<file path="src/shared/hpps_pkg.sv">
// package: constants and types of the hub port power and strap block
package hpps_pkg;

  // apb register byte addresses
  localparam logic [7:0] CTRL_ADDR = 8'h00;
  localparam logic [7:0] STAT_ADDR = 8'h04;
  localparam logic [7:0] EVT_ADDR = 8'h08;

  // control register fields and reset value
  localparam int CTRL_W = 5;
  localparam int C_PWR_REQ = 0;
  localparam int C_ATTACH_EN = 1;
  localparam int C_LED_CFG_EN = 2;
  localparam int C_LED1_ON = 3;
  localparam int C_LED2_ON = 4;
  localparam logic [CTRL_W-1:0] CTRL_RESET = 5'h02;

  // status register fields
  localparam int S_SUPPLY = 0;
  localparam int S_OC = 1;
  localparam int S_POL = 2;
  localparam int S_FIXED = 3;
  localparam int S_NONREM = 5;
  localparam int S_CFG = 7;
  localparam int S_INTERNAL = 9;
  localparam int S_CAPTURED = 10;

  // event register fields (write one to clear)
  localparam int EVT_W = 3;
  localparam int E_OC = 0;
  localparam int E_SUP_LOST = 1;
  localparam int E_SUP_SEEN = 2;
  localparam logic [EVT_W-1:0] EVT_RESET = 3'h0;

  // synchroniser bus bit positions
  localparam int SYNC_W = 7;
  localparam int SB_SUPPLY = 0;
  localparam int SB_OCL = 1;
  localparam int SB_POL = 2;
  localparam int SB_FIX = 3;
  localparam int SB_CFGLO = 5;
  localparam int SB_CFGHI = 6;
  // idle levels of the synchronised pins
  localparam logic [SYNC_W-1:0] SYNC_RESET = 7'h02;

  // config select code {hi, lo} for internal default configuration
  localparam logic [1:0] CFG_INTERNAL = 2'h2;

  // edges after reset release before straps are taken
  localparam logic [2:0] SETTLE_CYC = 3'h4;

  // least reset pulse held by the system, and its cycle count
  localparam int CLK_PERIOD_NS = 10;
  localparam int RESET_MIN_NS = 1000;
  localparam int RESET_MIN_CYC = (RESET_MIN_NS + CLK_PERIOD_NS - 1) / CLK_PERIOD_NS;

  // block phase after reset
  typedef enum logic [1:0] {
    HPPS_SETTLE = 2'b01,
    HPPS_RUN = 2'b10
  } hpps_state_t;

endpackage

</file>
<file path="src/shared/hpps_sync_if.sv">
// interface: raw pin levels in, filtered synchronised levels out
`timescale 1ns/10ps
`default_nettype none
interface hpps_sync_if;
  logic [hpps_pkg::SYNC_W-1:0] raw; // levels straight from the pins
  logic [hpps_pkg::SYNC_W-1:0] stable; // levels after three flops
  modport user (output raw, input stable);
  modport sync (input raw, output stable);
endinterface
`default_nettype wire

</file>
<file path="src/rtl/hpps_top.sv">
// module: hub port power, strap sampling and indicator led control
//
// The address map and the APB slave port were left to the implementer.
`timescale 1ns/10ps
`default_nettype none
// Notes on behaviour
// pull-up only while upstream supply present
// power enable level follows polarity strap
// loaded config drives leds active low
// fixed-port straps sampled at reset release
// strap 00: all removable, leds high
// strap 01: port 1 fixed, led1 low
// strap 10: ports fixed, led2 low
// strap 11: ports fixed, leds low
// during reset power pin from live strap
// polarity latched at release, kept till reset
// polarity 1 active high, 0 low
// monitor flags over-current on sense input
// select hi=1 lo=0 means strap config
// system holds reset low one microsecond
// over-current sense low, synchronised first
// power stays off until software requests
module hpps_top (
  input wire logic pclk,
  input wire logic presetn,
  input wire logic psel,
  input wire logic penable,
  input wire logic pwrite,
  input wire logic [7:0] paddr,
  input wire logic [31:0] pwdata,
  output logic [31:0] prdata,
  output logic pready,
  output logic pslverr,
  input wire logic upstream_supply_sense,
  input wire logic overcurrent_sense_low,
  input wire logic power_polarity_strap,
  input wire logic config_select_lo,
  input wire logic config_select_hi,
  input wire logic [1:0] port_indicator_led_in,
  output logic [1:0] port_indicator_led_out,
  output logic [1:0] port_indicator_led_oe,
  output logic port_power_enable,
  output logic upstream_pullup_enable
);

  // synchroniser carrier
  hpps_sync_if sync_bus ();

  // phase and strap capture state
  hpps_pkg::hpps_state_t state;
  hpps_pkg::hpps_state_t next_state;
  logic [2:0] settle; // edges since release
  logic [2:0] next_settle;
  logic pol; // latched power polarity
  logic next_pol;
  logic [1:0] fixed; // latched fixed-port strap
  logic [1:0] next_fixed;
  logic [1:0] cfg; // latched config select {hi, lo}
  logic [1:0] next_cfg;

  // software registers and bus answer
  logic [hpps_pkg::CTRL_W-1:0] ctrl;
  logic [hpps_pkg::CTRL_W-1:0] next_ctrl;
  logic [hpps_pkg::EVT_W-1:0] evt;
  logic [hpps_pkg::EVT_W-1:0] next_evt;
  logic [31:0] next_prdata;
  logic next_pready;
  logic next_pslverr;

  // pin output flops
  logic ppe; // registered power enable after capture
  logic next_ppe;
  logic [1:0] next_led_out;
  logic [1:0] next_led_oe;
  logic next_pullup;

  // edge detection of synchronised levels
  logic oc_prev;
  logic sup_prev;

  // decoded helpers
  logic running; // straps taken, normal operation
  logic supply; // upstream supply present
  logic oc_active; // over-current reported
  logic internal_mode; // strap based configuration
  logic [1:0] nonrem; // non-removable ports {2, 1}
  logic [1:0] led_act_low; // per-port led polarity
  logic [1:0] led_on; // software led request
  logic led_enabled; // led pins driven at all
  logic power_on; // power request after gating
  logic bus_wr; // write completing this edge
  logic hit_ctrl;
  logic hit_stat;
  logic hit_evt;
  logic [hpps_pkg::EVT_W-1:0] evt_set;
  logic [hpps_pkg::EVT_W-1:0] evt_clr;
  logic [31:0] stat_word;

  // pins that cross into the clock domain
  assign sync_bus.raw[hpps_pkg::SB_SUPPLY] = upstream_supply_sense;
  assign sync_bus.raw[hpps_pkg::SB_OCL] = overcurrent_sense_low;
  assign sync_bus.raw[hpps_pkg::SB_POL] = power_polarity_strap;
  assign sync_bus.raw[hpps_pkg::SB_FIX +: 2] = port_indicator_led_in;
  assign sync_bus.raw[hpps_pkg::SB_CFGLO] = config_select_lo;
  assign sync_bus.raw[hpps_pkg::SB_CFGHI] = config_select_hi;

  // three-flop synchroniser for every pin input
  hpps_sync u_sync (
    .pclk(pclk),
    .presetn(presetn),
    .bus(sync_bus)
  );

  // decoded levels used by all groups
  assign running = (state == hpps_pkg::HPPS_RUN);
  assign supply = sync_bus.stable[hpps_pkg::SB_SUPPLY];
  // low level on the sense pin means over-current
  assign oc_active = ~sync_bus.stable[hpps_pkg::SB_OCL];
  assign internal_mode = (cfg == hpps_pkg::CFG_INTERNAL);

  // strap meaning only holds in internal default mode
  always_comb
  begin
    nonrem = 2'h0;
    led_act_low = 2'h3;
    if (internal_mode)
    begin
      led_act_low = fixed;
      unique case (fixed)
        2'h0: nonrem = 2'h0;
        2'h1: nonrem = 2'h1;
        2'h2: nonrem = 2'h3;
        2'h3: nonrem = 2'h3;
      endcase
    end
  end

  // strap capture: wait for synchroniser, then latch once
  always_comb
  begin
    next_state = state;
    next_settle = settle;
    next_pol = pol;
    next_fixed = fixed;
    next_cfg = cfg;
    unique case (state)
      hpps_pkg::HPPS_SETTLE:
      begin
        if (settle == hpps_pkg::SETTLE_CYC)
        begin
          // take every strap in the same cycle
          next_pol = sync_bus.stable[hpps_pkg::SB_POL];
          next_fixed = sync_bus.stable[hpps_pkg::SB_FIX +: 2];
          next_cfg = {sync_bus.stable[hpps_pkg::SB_CFGHI], sync_bus.stable[hpps_pkg::SB_CFGLO]};
          next_state = hpps_pkg::HPPS_RUN;
        end
        else
        begin
          next_settle = settle + 3'h1;
        end
      end
      hpps_pkg::HPPS_RUN:
      begin
        // latched values hold until the next reset
        next_state = hpps_pkg::HPPS_RUN;
      end
      default:
      begin
        // illegal code restarts the capture
        next_state = hpps_pkg::HPPS_SETTLE;
        next_settle = 3'h0;
      end
    endcase
  end

  // strap capture registers
  always_ff @(posedge pclk or negedge presetn)
  begin
    if (!presetn)
    begin
      state <= hpps_pkg::HPPS_SETTLE;
      settle <= 3'h0;
      pol <= 1'b0;
      fixed <= 2'h0;
      cfg <= 2'h0;
    end
    else
    begin
      state <= next_state;
      settle <= next_settle;
      pol <= next_pol;
      fixed <= next_fixed;
      cfg <= next_cfg;
    end
  end

  // apb decode
  assign hit_ctrl = (paddr == hpps_pkg::CTRL_ADDR);
  assign hit_stat = (paddr == hpps_pkg::STAT_ADDR);
  assign hit_evt = (paddr == hpps_pkg::EVT_ADDR);
  // write takes effect on the edge that samples pready high
  assign bus_wr = psel & penable & pready & pwrite;

  // status word from live block state
  always_comb
  begin
    stat_word = 32'h0;
    stat_word[hpps_pkg::S_SUPPLY] = supply;
    stat_word[hpps_pkg::S_OC] = oc_active;
    stat_word[hpps_pkg::S_POL] = pol;
    stat_word[hpps_pkg::S_FIXED +: 2] = fixed;
    stat_word[hpps_pkg::S_NONREM +: 2] = nonrem;
    stat_word[hpps_pkg::S_CFG +: 2] = cfg;
    stat_word[hpps_pkg::S_INTERNAL] = internal_mode;
    stat_word[hpps_pkg::S_CAPTURED] = running;
  end

  // sticky events from synchronised edges
  always_comb
  begin
    evt_set = hpps_pkg::EVT_RESET;
    evt_set[hpps_pkg::E_OC] = oc_active & ~oc_prev;
    evt_set[hpps_pkg::E_SUP_LOST] = ~supply & sup_prev;
    evt_set[hpps_pkg::E_SUP_SEEN] = supply & ~sup_prev;
    evt_clr = hpps_pkg::EVT_RESET;
    if (bus_wr && hit_evt)
    begin
      evt_clr = pwdata[hpps_pkg::EVT_W-1:0];
    end
  end

  // register file and bus answer
  always_comb
  begin
    next_ctrl = ctrl;
    // a new event beats a clear in the same cycle
    next_evt = (evt & ~evt_clr) | evt_set;
    next_prdata = prdata;
    next_pslverr = pslverr;
    next_pready = 1'b0;
    if (bus_wr && hit_ctrl)
    begin
      next_ctrl = pwdata[hpps_pkg::CTRL_W-1:0];
    end
    if (psel && !penable)
    begin
      // setup cycle: answer ready in the first access cycle
      next_pready = 1'b1;
      next_pslverr = ~(hit_ctrl | hit_stat | hit_evt);
      next_prdata = 32'h0;
      if (!pwrite)
      begin
        if (hit_ctrl)
        begin
          next_prdata[hpps_pkg::CTRL_W-1:0] = ctrl;
        end
        else if (hit_stat)
        begin
          next_prdata = stat_word;
        end
        else if (hit_evt)
        begin
          next_prdata[hpps_pkg::EVT_W-1:0] = evt;
        end
      end
    end
  end

  // register file and bus answer registers
  always_ff @(posedge pclk or negedge presetn)
  begin
    if (!presetn)
    begin
      ctrl <= hpps_pkg::CTRL_RESET;
      evt <= hpps_pkg::EVT_RESET;
      prdata <= 32'h0;
      pready <= 1'b0;
      pslverr <= 1'b0;
    end
    else
    begin
      ctrl <= next_ctrl;
      evt <= next_evt;
      prdata <= next_prdata;
      pready <= next_pready;
      pslverr <= next_pslverr;
    end
  end

  // software led request per port
  assign led_on = {ctrl[hpps_pkg::C_LED2_ON], ctrl[hpps_pkg::C_LED1_ON]};
  assign led_enabled = internal_mode | ctrl[hpps_pkg::C_LED_CFG_EN];
  // power off until requested; an unserved over-current keeps it off
  assign power_on = ctrl[hpps_pkg::C_PWR_REQ] & ~evt[hpps_pkg::E_OC] & ~oc_active;

  // pin output values
  always_comb
  begin
    // asserted level equals the latched polarity
    next_ppe = power_on ? next_pol : ~next_pol;
    next_led_out = 2'h0;
    next_led_oe = 2'h0;
    if (next_state == hpps_pkg::HPPS_RUN && led_enabled)
    begin
      // strap pins are released to leds once captured
      next_led_out = led_on ^ led_act_low;
      next_led_oe = 2'h3;
    end
    // attach pull-up only with upstream supply present
    next_pullup = running & supply & ctrl[hpps_pkg::C_ATTACH_EN];
  end

  // pin output registers and edge history
  always_ff @(posedge pclk or negedge presetn)
  begin
    if (!presetn)
    begin
      ppe <= 1'b0;
      port_indicator_led_out <= 2'h0;
      port_indicator_led_oe <= 2'h0;
      upstream_pullup_enable <= 1'b0;
      oc_prev <= 1'b0;
      sup_prev <= 1'b0;
    end
    else
    begin
      ppe <= next_ppe;
      port_indicator_led_out <= next_led_out;
      port_indicator_led_oe <= next_led_oe;
      upstream_pullup_enable <= next_pullup;
      oc_prev <= oc_active;
      sup_prev <= supply;
    end
  end

  // in reset and until capture the live strap sets the idle level
  always_comb
  begin
    if (!presetn || !running)
    begin
      port_power_enable = ~power_polarity_strap;
    end
    else
    begin
      port_power_enable = ppe;
    end
  end

endmodule
`default_nettype wire

</file>
<file path="src/rtl/hpps_sync.sv">
// module: three-flop pin synchroniser with agreement filter
`timescale 1ns/10ps
`default_nettype none
module hpps_sync (
  input wire logic pclk,
  input wire logic presetn,
  hpps_sync_if.sync bus
);
  // three flop stages and the accepted value
  logic [hpps_pkg::SYNC_W-1:0] s1;
  logic [hpps_pkg::SYNC_W-1:0] s2;
  logic [hpps_pkg::SYNC_W-1:0] s3;
  logic [hpps_pkg::SYNC_W-1:0] next_stable;

  // a bit changes only once stage two and three agree
  always_comb
  begin
    next_stable = (s2 & s3) | (bus.stable & (s2 ^ s3));
  end

  // stage one feeds stage two and nothing else
  always_ff @(posedge pclk or negedge presetn)
  begin
    if (!presetn)
    begin
      s1 <= hpps_pkg::SYNC_RESET;
      s2 <= hpps_pkg::SYNC_RESET;
      s3 <= hpps_pkg::SYNC_RESET;
      bus.stable <= hpps_pkg::SYNC_RESET;
    end
    else
    begin
      s1 <= bus.raw;
      s2 <= s1;
      s3 <= s2;
      bus.stable <= next_stable;
    end
  end
endmodule
`default_nettype wire

</file>
<file path="config.mk">
export PLATFORM = sky130hd
export DESIGN_NAME = hpps_top
export DESIGN_NICKNAME = d
export VERILOG_FILES = /design/src/shared/hpps_pkg.sv /design/src/shared/hpps_sync_if.sv /design/src/rtl/hpps_top.sv /design/src/rtl/hpps_sync.sv
export SDC_FILE = /design/constraint.sdc
export NUM_CORES = 1
export LEC_CHECK = 0
export BUFFER_PORTS_ARGS = -buffer_cell sky130_fd_sc_hd__buf_2
export CAP_MARGIN = 20
export CORE_MARGIN = 5
export CORE_UTILIZATION = 40
export CTS_CLUSTER_DIAMETER = 60
export DETAILED_ROUTE_END_ITERATION = 16
export PLACE_DENSITY_LB_ADDON = 0.1
export SYNTH_ARGS = -nofsm -noshare
export SYNTH_HDL_FRONTEND = slang
export SYNTH_HIERARCHICAL = 1
export SYNTH_SLANG_ARGS = --single-unit
</file>
<file path="constraint.sdc">
create_clock -name pclk -period 2.4 [get_ports pclk]
set_input_delay 0.48 -clock pclk [delete_from_list [all_inputs] [get_ports pclk]]
set_output_delay 0.48 -clock pclk [all_outputs]
set_load 0.05 [all_outputs]
</file>
# Word-level counts from Yosys, hierarchy flattened
# Cells that the tools add are included.
# totals
out_inout_bits,40
elab_cells,96
in_bits,52
regBits,88
# classes
n_mux,21
bitwise_logic,30
n_eq_ne,11
n_addsub,1
n_reduce_logical,13
# op_table
cell,count
two-way mux 32 bit,1
two-way mux 27 bit,1
bitwise AND 7 bit,2
two-way mux 3 bit,4
bitwise AND 1 bit,10
equality test 2 bit (second input constant),5
two-way mux 2 bit,5
inverter 1 bit,9
equality test 8 x 3 -> 1 bit (second input constant),1
equality test 8 x 4 -> 1 bit (second input constant),1
zero test 8 bit,1
two-way mux 8 bit,1
OR 7 bit,1
XOR 7 bit,1
case mux 2 bit (3 select lines),1
case mux 3 bit (2 select lines),1
two-way mux 1 bit,5
two-way mux 5 bit,1
equality test 2 x 1 -> 1 bit (second input constant),2
logical AND 1 bit,4
case mux 2 bit (2 select lines),1
AND reduction 2 bit,2
adder 3 x 1 -> 3 bit (second input constant),1
bitwise AND 3 bit,1
other kinds (10),14

# Longest topological paths before layout
# Gate-level depths: netlist of the first run.
# depth
word_depth,8
ltp_mapped,7
depth_no_buf,6

# By module
# Netlist of the first run, hierarchy kept.
# modules_own_cells
module,n_inst,cells_each,area_per_inst_um2,seq_area_each_um2
hpps_top,1,173,1864.3,953.4
hpps_sync,1,42,845.8,705.7

# Least setup slack after synthesis of the first run
# Ideal clock, no wire load.
# synth_timing
path_type,reg-to-output
start,reg state[0]
end,out port_power_enable
slack_ps,150
path_buffers,1
t_required_ps,1920
path_stages_with_launch,7
arrival_time_ps,1770
path_cell_list,dfstp_2 inv_1 ha_1 clkbuf_1 nand2_1 nor2_1 a21oi_1
# synth_between
elab_chain_cells,4
# synth_lines
element,line_no,text
start: declaration,hpps_top.sv:50,hpps_pkg::hpps_state_t state;
start signal: assignment,hpps_top.sv:181,state <= hpps_pkg::HPPS_SETTLE;
start signal: assignment,hpps_top.sv:189,state <= next_state;
equality test 2 bit,hpps_top.sv:115,assign running = (state == hpps_pkg::HPPS_RUN);
zero test 1 bit,hpps_top.sv:339,if (!presetn || !running)
logical OR 1 bit,hpps_top.sv:339,
two-way mux 1 bit,hpps_top.sv:339,
end: declaration,hpps_top.sv:42,"output logic port_power_enable,"
# No other way between the ends.

# Final worst setup path of the first run
# Same ends and word-level chain as after synthesis.

==> run_results.csv, run 1 <==
group,metric,value,unit
run_status,outcome,"finished, final reports clean",
yosys,synth-seq-cells,66,
setup_path,rrSetupSlack,550,ps
global_route,top_usage_layer,"met2",
setup_path,r2r.worst_path.cells,5,
power,p_leak,0.00164,uW
power,vdd_drop_max,0.395,mV
placement,port_buffers,43,
timing,relSlewSlack,45.2,%
timing,fin_ws,169,ps
setup_path,crit_type,"reg2out",
cts,cts_sinks,66,
route,drt_drc_violations_left,0,
global_route,grt_pass1_vias,1637,
setup_path,critPathCaptureType,"output port",
placement,dp_hpwl,3.60,mm
setup_path,cp-start-kind,"register",
timing,maxSlewViolCount,0,
route,drtAntennaViolNets,0,
timing,finClkSkew,7.49,ps
global_route,grt_max_degree,67,
finish,fillCellCount,631,
power,power_frac_seq,52.7,%
finish,utilization,47.1,%
power,p_sw_share,25.8,%
timing,rsz0062_at_grt,"no",
yosys,synth_top_cell_area_share,55.4,%
timing,finalSetupTns,0,ps
placement,place_ws,32.0,ps
finish,layout_commonest_cell,"dfrtp_1",
yosys,yosys.area.top_type,"dfrtp_1",
route,vias,1643,
route,drt-wirelength-per-cell,13.9,um
yosys,ys_warn_count,6,
die,fp.dieArea,0.00852,mm^2
yosys,syn_area,0.00271,mm^2
cts,cts_tree,"built",
cts,insertion_delay,330,ps
cts,cts_htree_levels,3,
route,avgViaCountPerCell,4.65,
timing,fmax,0.448,GHz
timing,setup_viol,0,
placement,gp_congestion,0.813,
timing,hold_viol_final,0,
global_route,grt_pass1_wl,8.25,mm
cts,clk_pin_slew,70,ps
finish,mostFrequentLayoutCells,"dfrtp_1, buf_2, conb_1",
cts,cts_root_buffer,"clkbuf_8",
global_route,grt_use_met2,19.2,%
timing,worstMarginPinSlew,823,ps
die,die_h,92.3,um
setup_path,path_max_fanout,8,
setup_path,r2r-start,"state[0]",
placement,place_inst,337,
finish,area_delta_synth_final,16.0,%
global_route,overflow,0,
worst_hold_path,hp-class,"in2reg",
setup_path,rr_endpoint,"port_indicator_led_out[0]",
yosys,synth.area.top_cells,"dfrtp_1, buf_4, dfstp_2, ha_1, mux2_2",
finish,layout-drive-gt1-share,31.1,%
die,start_util,40.6,%
die,dieWidth,92.3,um
cts,cts_buffer_depth,2,
setup_path,worstPathRequired,1920,ps
setup_path,arrival,1750,ps
cts,postCtsSetupBuffers,0,
setup_path,cp-startpoint,"state[0]",
finish,layout.cells.non_filler,353,
yosys,avgSynthCellArea,12.6,um^2
cts,cts_made_buffers,9,
global_route,use_met1,15.7,%
route,drt-total-wl,4.92,mm
power,pwr-share-comb,10.6,%
yosys,synth-main-ff-cell,"dfrtp_1",
global_route,use_met3,4.79,%
yosys,syn_inst,215,
timing,finalWorstPathRequiredPeriod,2230,ps
yosys,synth_edf_count,0,
yosys,async_flop_share,100,%
yosys,seq_area_frac_synth,61.2,%
timing,finalCritPeriodShare,92.9,%
route,drt-pass1-iter-count,4,
power,p_int,1690,uW
power,power_switching,588,uW
cts,postCtsHoldBufs,0,
run,cap_viol_max_count,0,
cts,cts_resized,0,
die,pin_count,92,
yosys,ys_types,34,
power,cellPowerDensity,724,mW/mm^2
power,clkPwrFrac,36.7,%
global_route,antenna_found_initial,0,
setup_path,critical_path.endpoint,"port_power_enable",
finish,nets,331,
route,drt_iter0_drc,80,
die,rows,30,
die,core_area,0.00668,mm^2
finish,antenna_cells,0,
global_route,grt_usage,12.5,%
power by group through the flow:
| stage | logic [uW] | clock network (uW) | registers (uW) |
|---|---|---|---|
| final | 242 | 836 | 1200 |
| after global routing | 264 | 926 | 1210 |
| after CTS | 245 | 878 | 1200 |
| after detailed placement | 244 | 0 | 1220 |
| after global placement | 242 | 0 | 1220 |
| after floorplan | 177 | 0 | 1230 |
worst min path at each step:
| stage | startpoint | end | slack (ps) | depth (start not counted) |
|---|---|---|---|---|
| 5_1_grt | overcurrent_sense_low | u_sync/s1[1] | 230 | 1 |
| 3_5_place_dp | u_sync/s1[5] | u_sync/s2[5] | 340 | 0 |
| 3_3_place_gp | u_sync/s1[4] | u_sync/s2[4] | 330 | 0 |
| 4_1_cts | overcurrent_sense_low | u_sync/s1[1] | 230 | 1 |
| 6_report | overcurrent_sense_low | u_sync/s1[1] | 250 | 1 |
| 2_1_floorplan | presetn | cfg[0] | 180 | 0 |
critical path, stage by stage (launching register included):
cell and delay, ps:
dfstp_2 540, inv_1 40, ha_1 300, nand2_1 120, nor2_1 40, a21oi_1 100
buf_2 270
registers in the layout, indices dropped and copies added, names as in the netlist:
signal	count
cfg	2
ctrl	5
evt	3
fixed	2
oc_prev	1
pol	1
port_indicator_led_oe	1
port_indicator_led_out	2
ppe	1
prdata	11
pready	1
pslverr	1
settle	3
state	2
sup_prev	1
u_sync/bus.stable	7
u_sync/s1	7
u_sync/s2	7
u_sync/s3	7
upstream_pullup_enable	1
cells by family (layout without fill, tap and decap cells):
| kind of cell | Yosys count | after routing | share of synthesized area [%] |
|---|---|---|---|
| other | 1 | 21 | 0.138 |
| adder cells (fa/ha/maj) | 11 | 11 | 5.08 |
| XOR/XNOR | 3 | 3 | 0.970 |
| flip-flops | 66 | 66 | 61.2 |
| AND/OR/NAND/NOR | 50 | 50 | 10.0 |
| multiplexers | 15 | 15 | 6.05 |
| AO/OA/AOI/OAI | 32 | 32 | 8.36 |
| buffers and inverters | 37 | 75 | 8.17 |
synth_stat cells (all sizes together) (5+ instances only):
library cell and count:
inv 10, a22o 9, dfrtp 60, clkbuf 5, nor2 15, buf 22, mux2 11, nand3 6
dfstp 6, ha 11, a21o 8, nand2 11, o21ai 7
stage by stage:
stage | total power [uW] | hold WS (ps) | cell area [um^2]
after global routing | 2400 | 229 | 3140
after floorplan | 1410 | 184 | 2790
after CTS | 2320 | 227 | 3140
final | 2280 | 252 | 3140
after global placement | 1460 | 333 | 2960
after detailed placement | 1460 | 336 | 2960
metal layers:
metal	vias to the layer above	routed length, um
li1	804	-
met3	4	307
met5	-	0
met1	793	2210
met4	0	54
met2	42	2360
cell type report:
cell class                 count  area [um^2]  area share, %
multi-input combinational    132          905           28.8
inverter                      10         37.5           1.19
timing repair buffer          49          260           8.28
clock inverter                 2         10.0          0.318
tap                           80          100           3.18
clock buffer                  14          173           5.49
sequential                    66         1660           52.8
No activity file was read; power rests on OpenSTA's default activity.
==> inputs of run 2 (changes only) <==
- ABC_AREA: not set -> 1
==> run 2 against run 1 <==
  * Largest power group unchanged
  * Critical path type unchanged
  * Combinational power rose by 7%
  * Non-clock buffer count decreased by 5
  * Synthesized cell count is 35% higher
  * Highest routed layer unchanged
  * Largest cell class unchanged
==> run_results.csv, run 2 <==
group,metric,value,unit
setup_path,arrival,1640,ps
yosys,synth_top_cell_area_share,52.7,%
timing,fmax,0.472,GHz
die,die_h,94.4,um
finish,area_delta_synth_final,16.7,%
route,drt-pass1-iter-count,4,
yosys,synth-main-ff-cell,"dfrtp_1",
finish,regArea,0.00166,mm^2
die,pin_count,92,
yosys,async_flop_share,100,%
setup_path,critPathCaptureType,"output port",
run_status,outcome,"finished, final reports clean",
die,start_util,41.5,%
yosys,avgSynthCellArea,9.79,um^2
timing,finalSetupTns,0,ps
yosys,synth-seq-cells,66,
finish,regMostFlops,"prdata",
power,power,2500,uW
finish,utilization,48.4,%
timing,whs,238,ps
timing,finClkSkew,6.21,ps
finish,multi_input_area,937,um^2
timing,finalCritPeriodShare,88.2,%
finish,nets,406,
worst_hold_path,hold_path_end,"u_sync/s1[1]",
timing,setup_viol,0,
cts,postCtsSetupBuffers,0,
route,avgViaCountPerCell,4.20,
global_route,antenna_found_initial,0,
setup_path,r2r.worst_path.cells,9,
power,clkPwrFrac,41.9,%
timing,rsz0062_at_grt,"no",
finish,mostFrequentLayoutCells,"nand2_1, dfrtp_1, buf_2",
die,dieWidth,94.4,um
power,p_leak,0.00177,uW
setup_path,rr_endpoint,"port_indicator_led_out[0]",
global_route,grt_pass1_wl,8.69,mm
placement,gp_congestion,0.793,
worst_hold_path,hp-start,"overcurrent_sense_low",
setup_path,path_max_fanout,3,
finish,layout-drive-gt1-share,24.4,%
die,rows,30,
yosys,synth_edf_count,0,
yosys,seq_area_frac_synth,58.2,%
yosys,ys_types,29,
timing,maxSlewViolCount,0,
yosys,syn_area,0.00285,mm^2
timing,relSlewSlack,46.4,%
timing,finalWorstPathRequiredPeriod,2120,ps
worst_hold_path,hp-class,"in2reg",
route,drt_iter0_drc,85,
power,cellPowerDensity,752,mW/mm^2
route,drtAntennaViolNets,0,
yosys,yosys.area.top_type,"dfrtp_1",
setup_path,rrSetupSlack,860,ps
cts,postCtsHoldBufs,0,
global_route,grt_pass1_vias,1877,
timing,hold_viol_final,0,
die,core_area,0.00687,mm^2
cts,cts_htree_levels,3,
yosys,netlist_top_cells_count,"dfrtp_1, nand2_1, inv_1, nand3_1, buf_4",
finish,antenna_cells,0,
route,vias,1867,
cts,cts_made_buffers,9,
finish,largest_register_ffs,11,
setup_path,crit_type,"reg2out",
setup_path,cp-start-kind,"register",
cts,cts_sinks,66,
global_route,grt_max_degree,67,
cts,cts_root_buffer,"clkbuf_8",
cts,cts_resized,0,
cts,insertion_delay,340,ps
cts,cts_buffer_depth,2,
finish,fin_area,0.00332,mm^2
setup_path,r2r-start,"state[0]",
route,drt-total-wl,5.10,mm
setup_path,worstPathRequired,1920,ps
cts,cts_tree,"built",
placement,place_area,0.00310,mm^2
global_route,grt_usage,12.8,%
die,fp.dieArea,0.00891,mm^2
cts,clk_pin_slew,70,ps
worst_hold_path,hold_depth,1,
placement,dp_hpwl,3.81,mm
timing,worstMarginPinSlew,805,ps
power,power_switching,661,uW
power,vdd_drop_max,0.277,mV
route,drt_drc_violations_left,0,
yosys,synth.area.top_cells,"dfrtp_1, nand2_1, buf_4, dfstp_2, inv_1",
placement,port_buffers,43,
power,p_sw_share,26.4,%
route,drt-wirelength-per-cell,11.5,um
run,cap_viol_max_count,0,
yosys,ys_warn_count,6,
power,pwr-share-comb,10.3,%
global_route,overflow,0,
yosys,syn_inst,291,
power,power_frac_seq,47.8,%
power,p_int,1840,uW
finish,fillCellCount,707,
run 2: metal layers:
layer / routed length, um / vias up / GRT usage [%]
li1: - / 967 / -
met4: 80 / 0 / 6.86
met5: 0 / - / 0
met3: 316 / 8 / 3.27
met2: 2270 / 52 / 19.6
met1: 2430 / 840 / 16.7
run 2: worst max-delay path by stage:
stage                                   end  startpoint  depth (start not counted)
final                     port_power_enable    state[0]                          6
after global routing      port_power_enable    state[0]                          6
after CTS                 port_power_enable    state[0]                          6
after detailed placement  port_power_enable    state[0]                          6
after global placement    port_power_enable    state[0]                          6
after floorplan           port_power_enable    state[0]                          5
run 2: final cells by class:
cell class | instances | area share (%)
flip-flops and latches | 66 | 49.9
multi-input cells | 181 | 28.2
repair buffers | 44 | 6.70
inverters | 41 | 4.74
clock buffers | 10 | 4.14
well taps | 96 | 3.61
clock inverters | 6 | 2.71
run 2: through the flow:
| stage | setup slack (ps) | cells |
|---|---|---|
| 2_1_floorplan | 293 | 311 |
| 3_3_place_gp | 649 | 428 |
| 3_5_place_dp | 633 | 428 |
| 4_1_cts | 247 | 444 |
| 5_1_grt | 213 | 444 |
| 6_report | 282 | 444 |
run 2: kinds of logic (layout without fill, tap and decap cells):
| family | count (synthesis) | after routing | share of synthesized area, % |
|---|---|---|---|
| AO/OA/AOI/OAI | 25 | 25 | 4.74 |
| XOR/XNOR | 3 | 3 | 0.922 |
| adder cells (fa/ha/maj) | 11 | 11 | 4.83 |
| buffers and inverters | 64 | 101 | 11.5 |
| flip-flops | 66 | 66 | 58.2 |
| multiplexers | 1 | 1 | 0.395 |
| other | 1 | 21 | 0.132 |
| AND/OR/NAND/NOR | 120 | 120 | 19.2 |
run 2: power by group through the flow:
| stage | sequential (uW) | combinational [uW] | clock [uW] |
|---|---|---|---|
| finish | 1200 | 258 | 1050 |
| floorplan | 1240 | 185 | 0 |
| global route | 1200 | 289 | 1130 |
| detailed placement | 1220 | 262 | 0 |
| global placement | 1220 | 259 | 0 |
| CTS | 1200 | 263 | 1080 |
run 2: critical path: stages (launching register included):
cell	delay, ps
dfstp_2	550
inv_1	40
ha_1	210
nand2_1	90
nor2_1	40
a21oi_1	100
buf_2	270
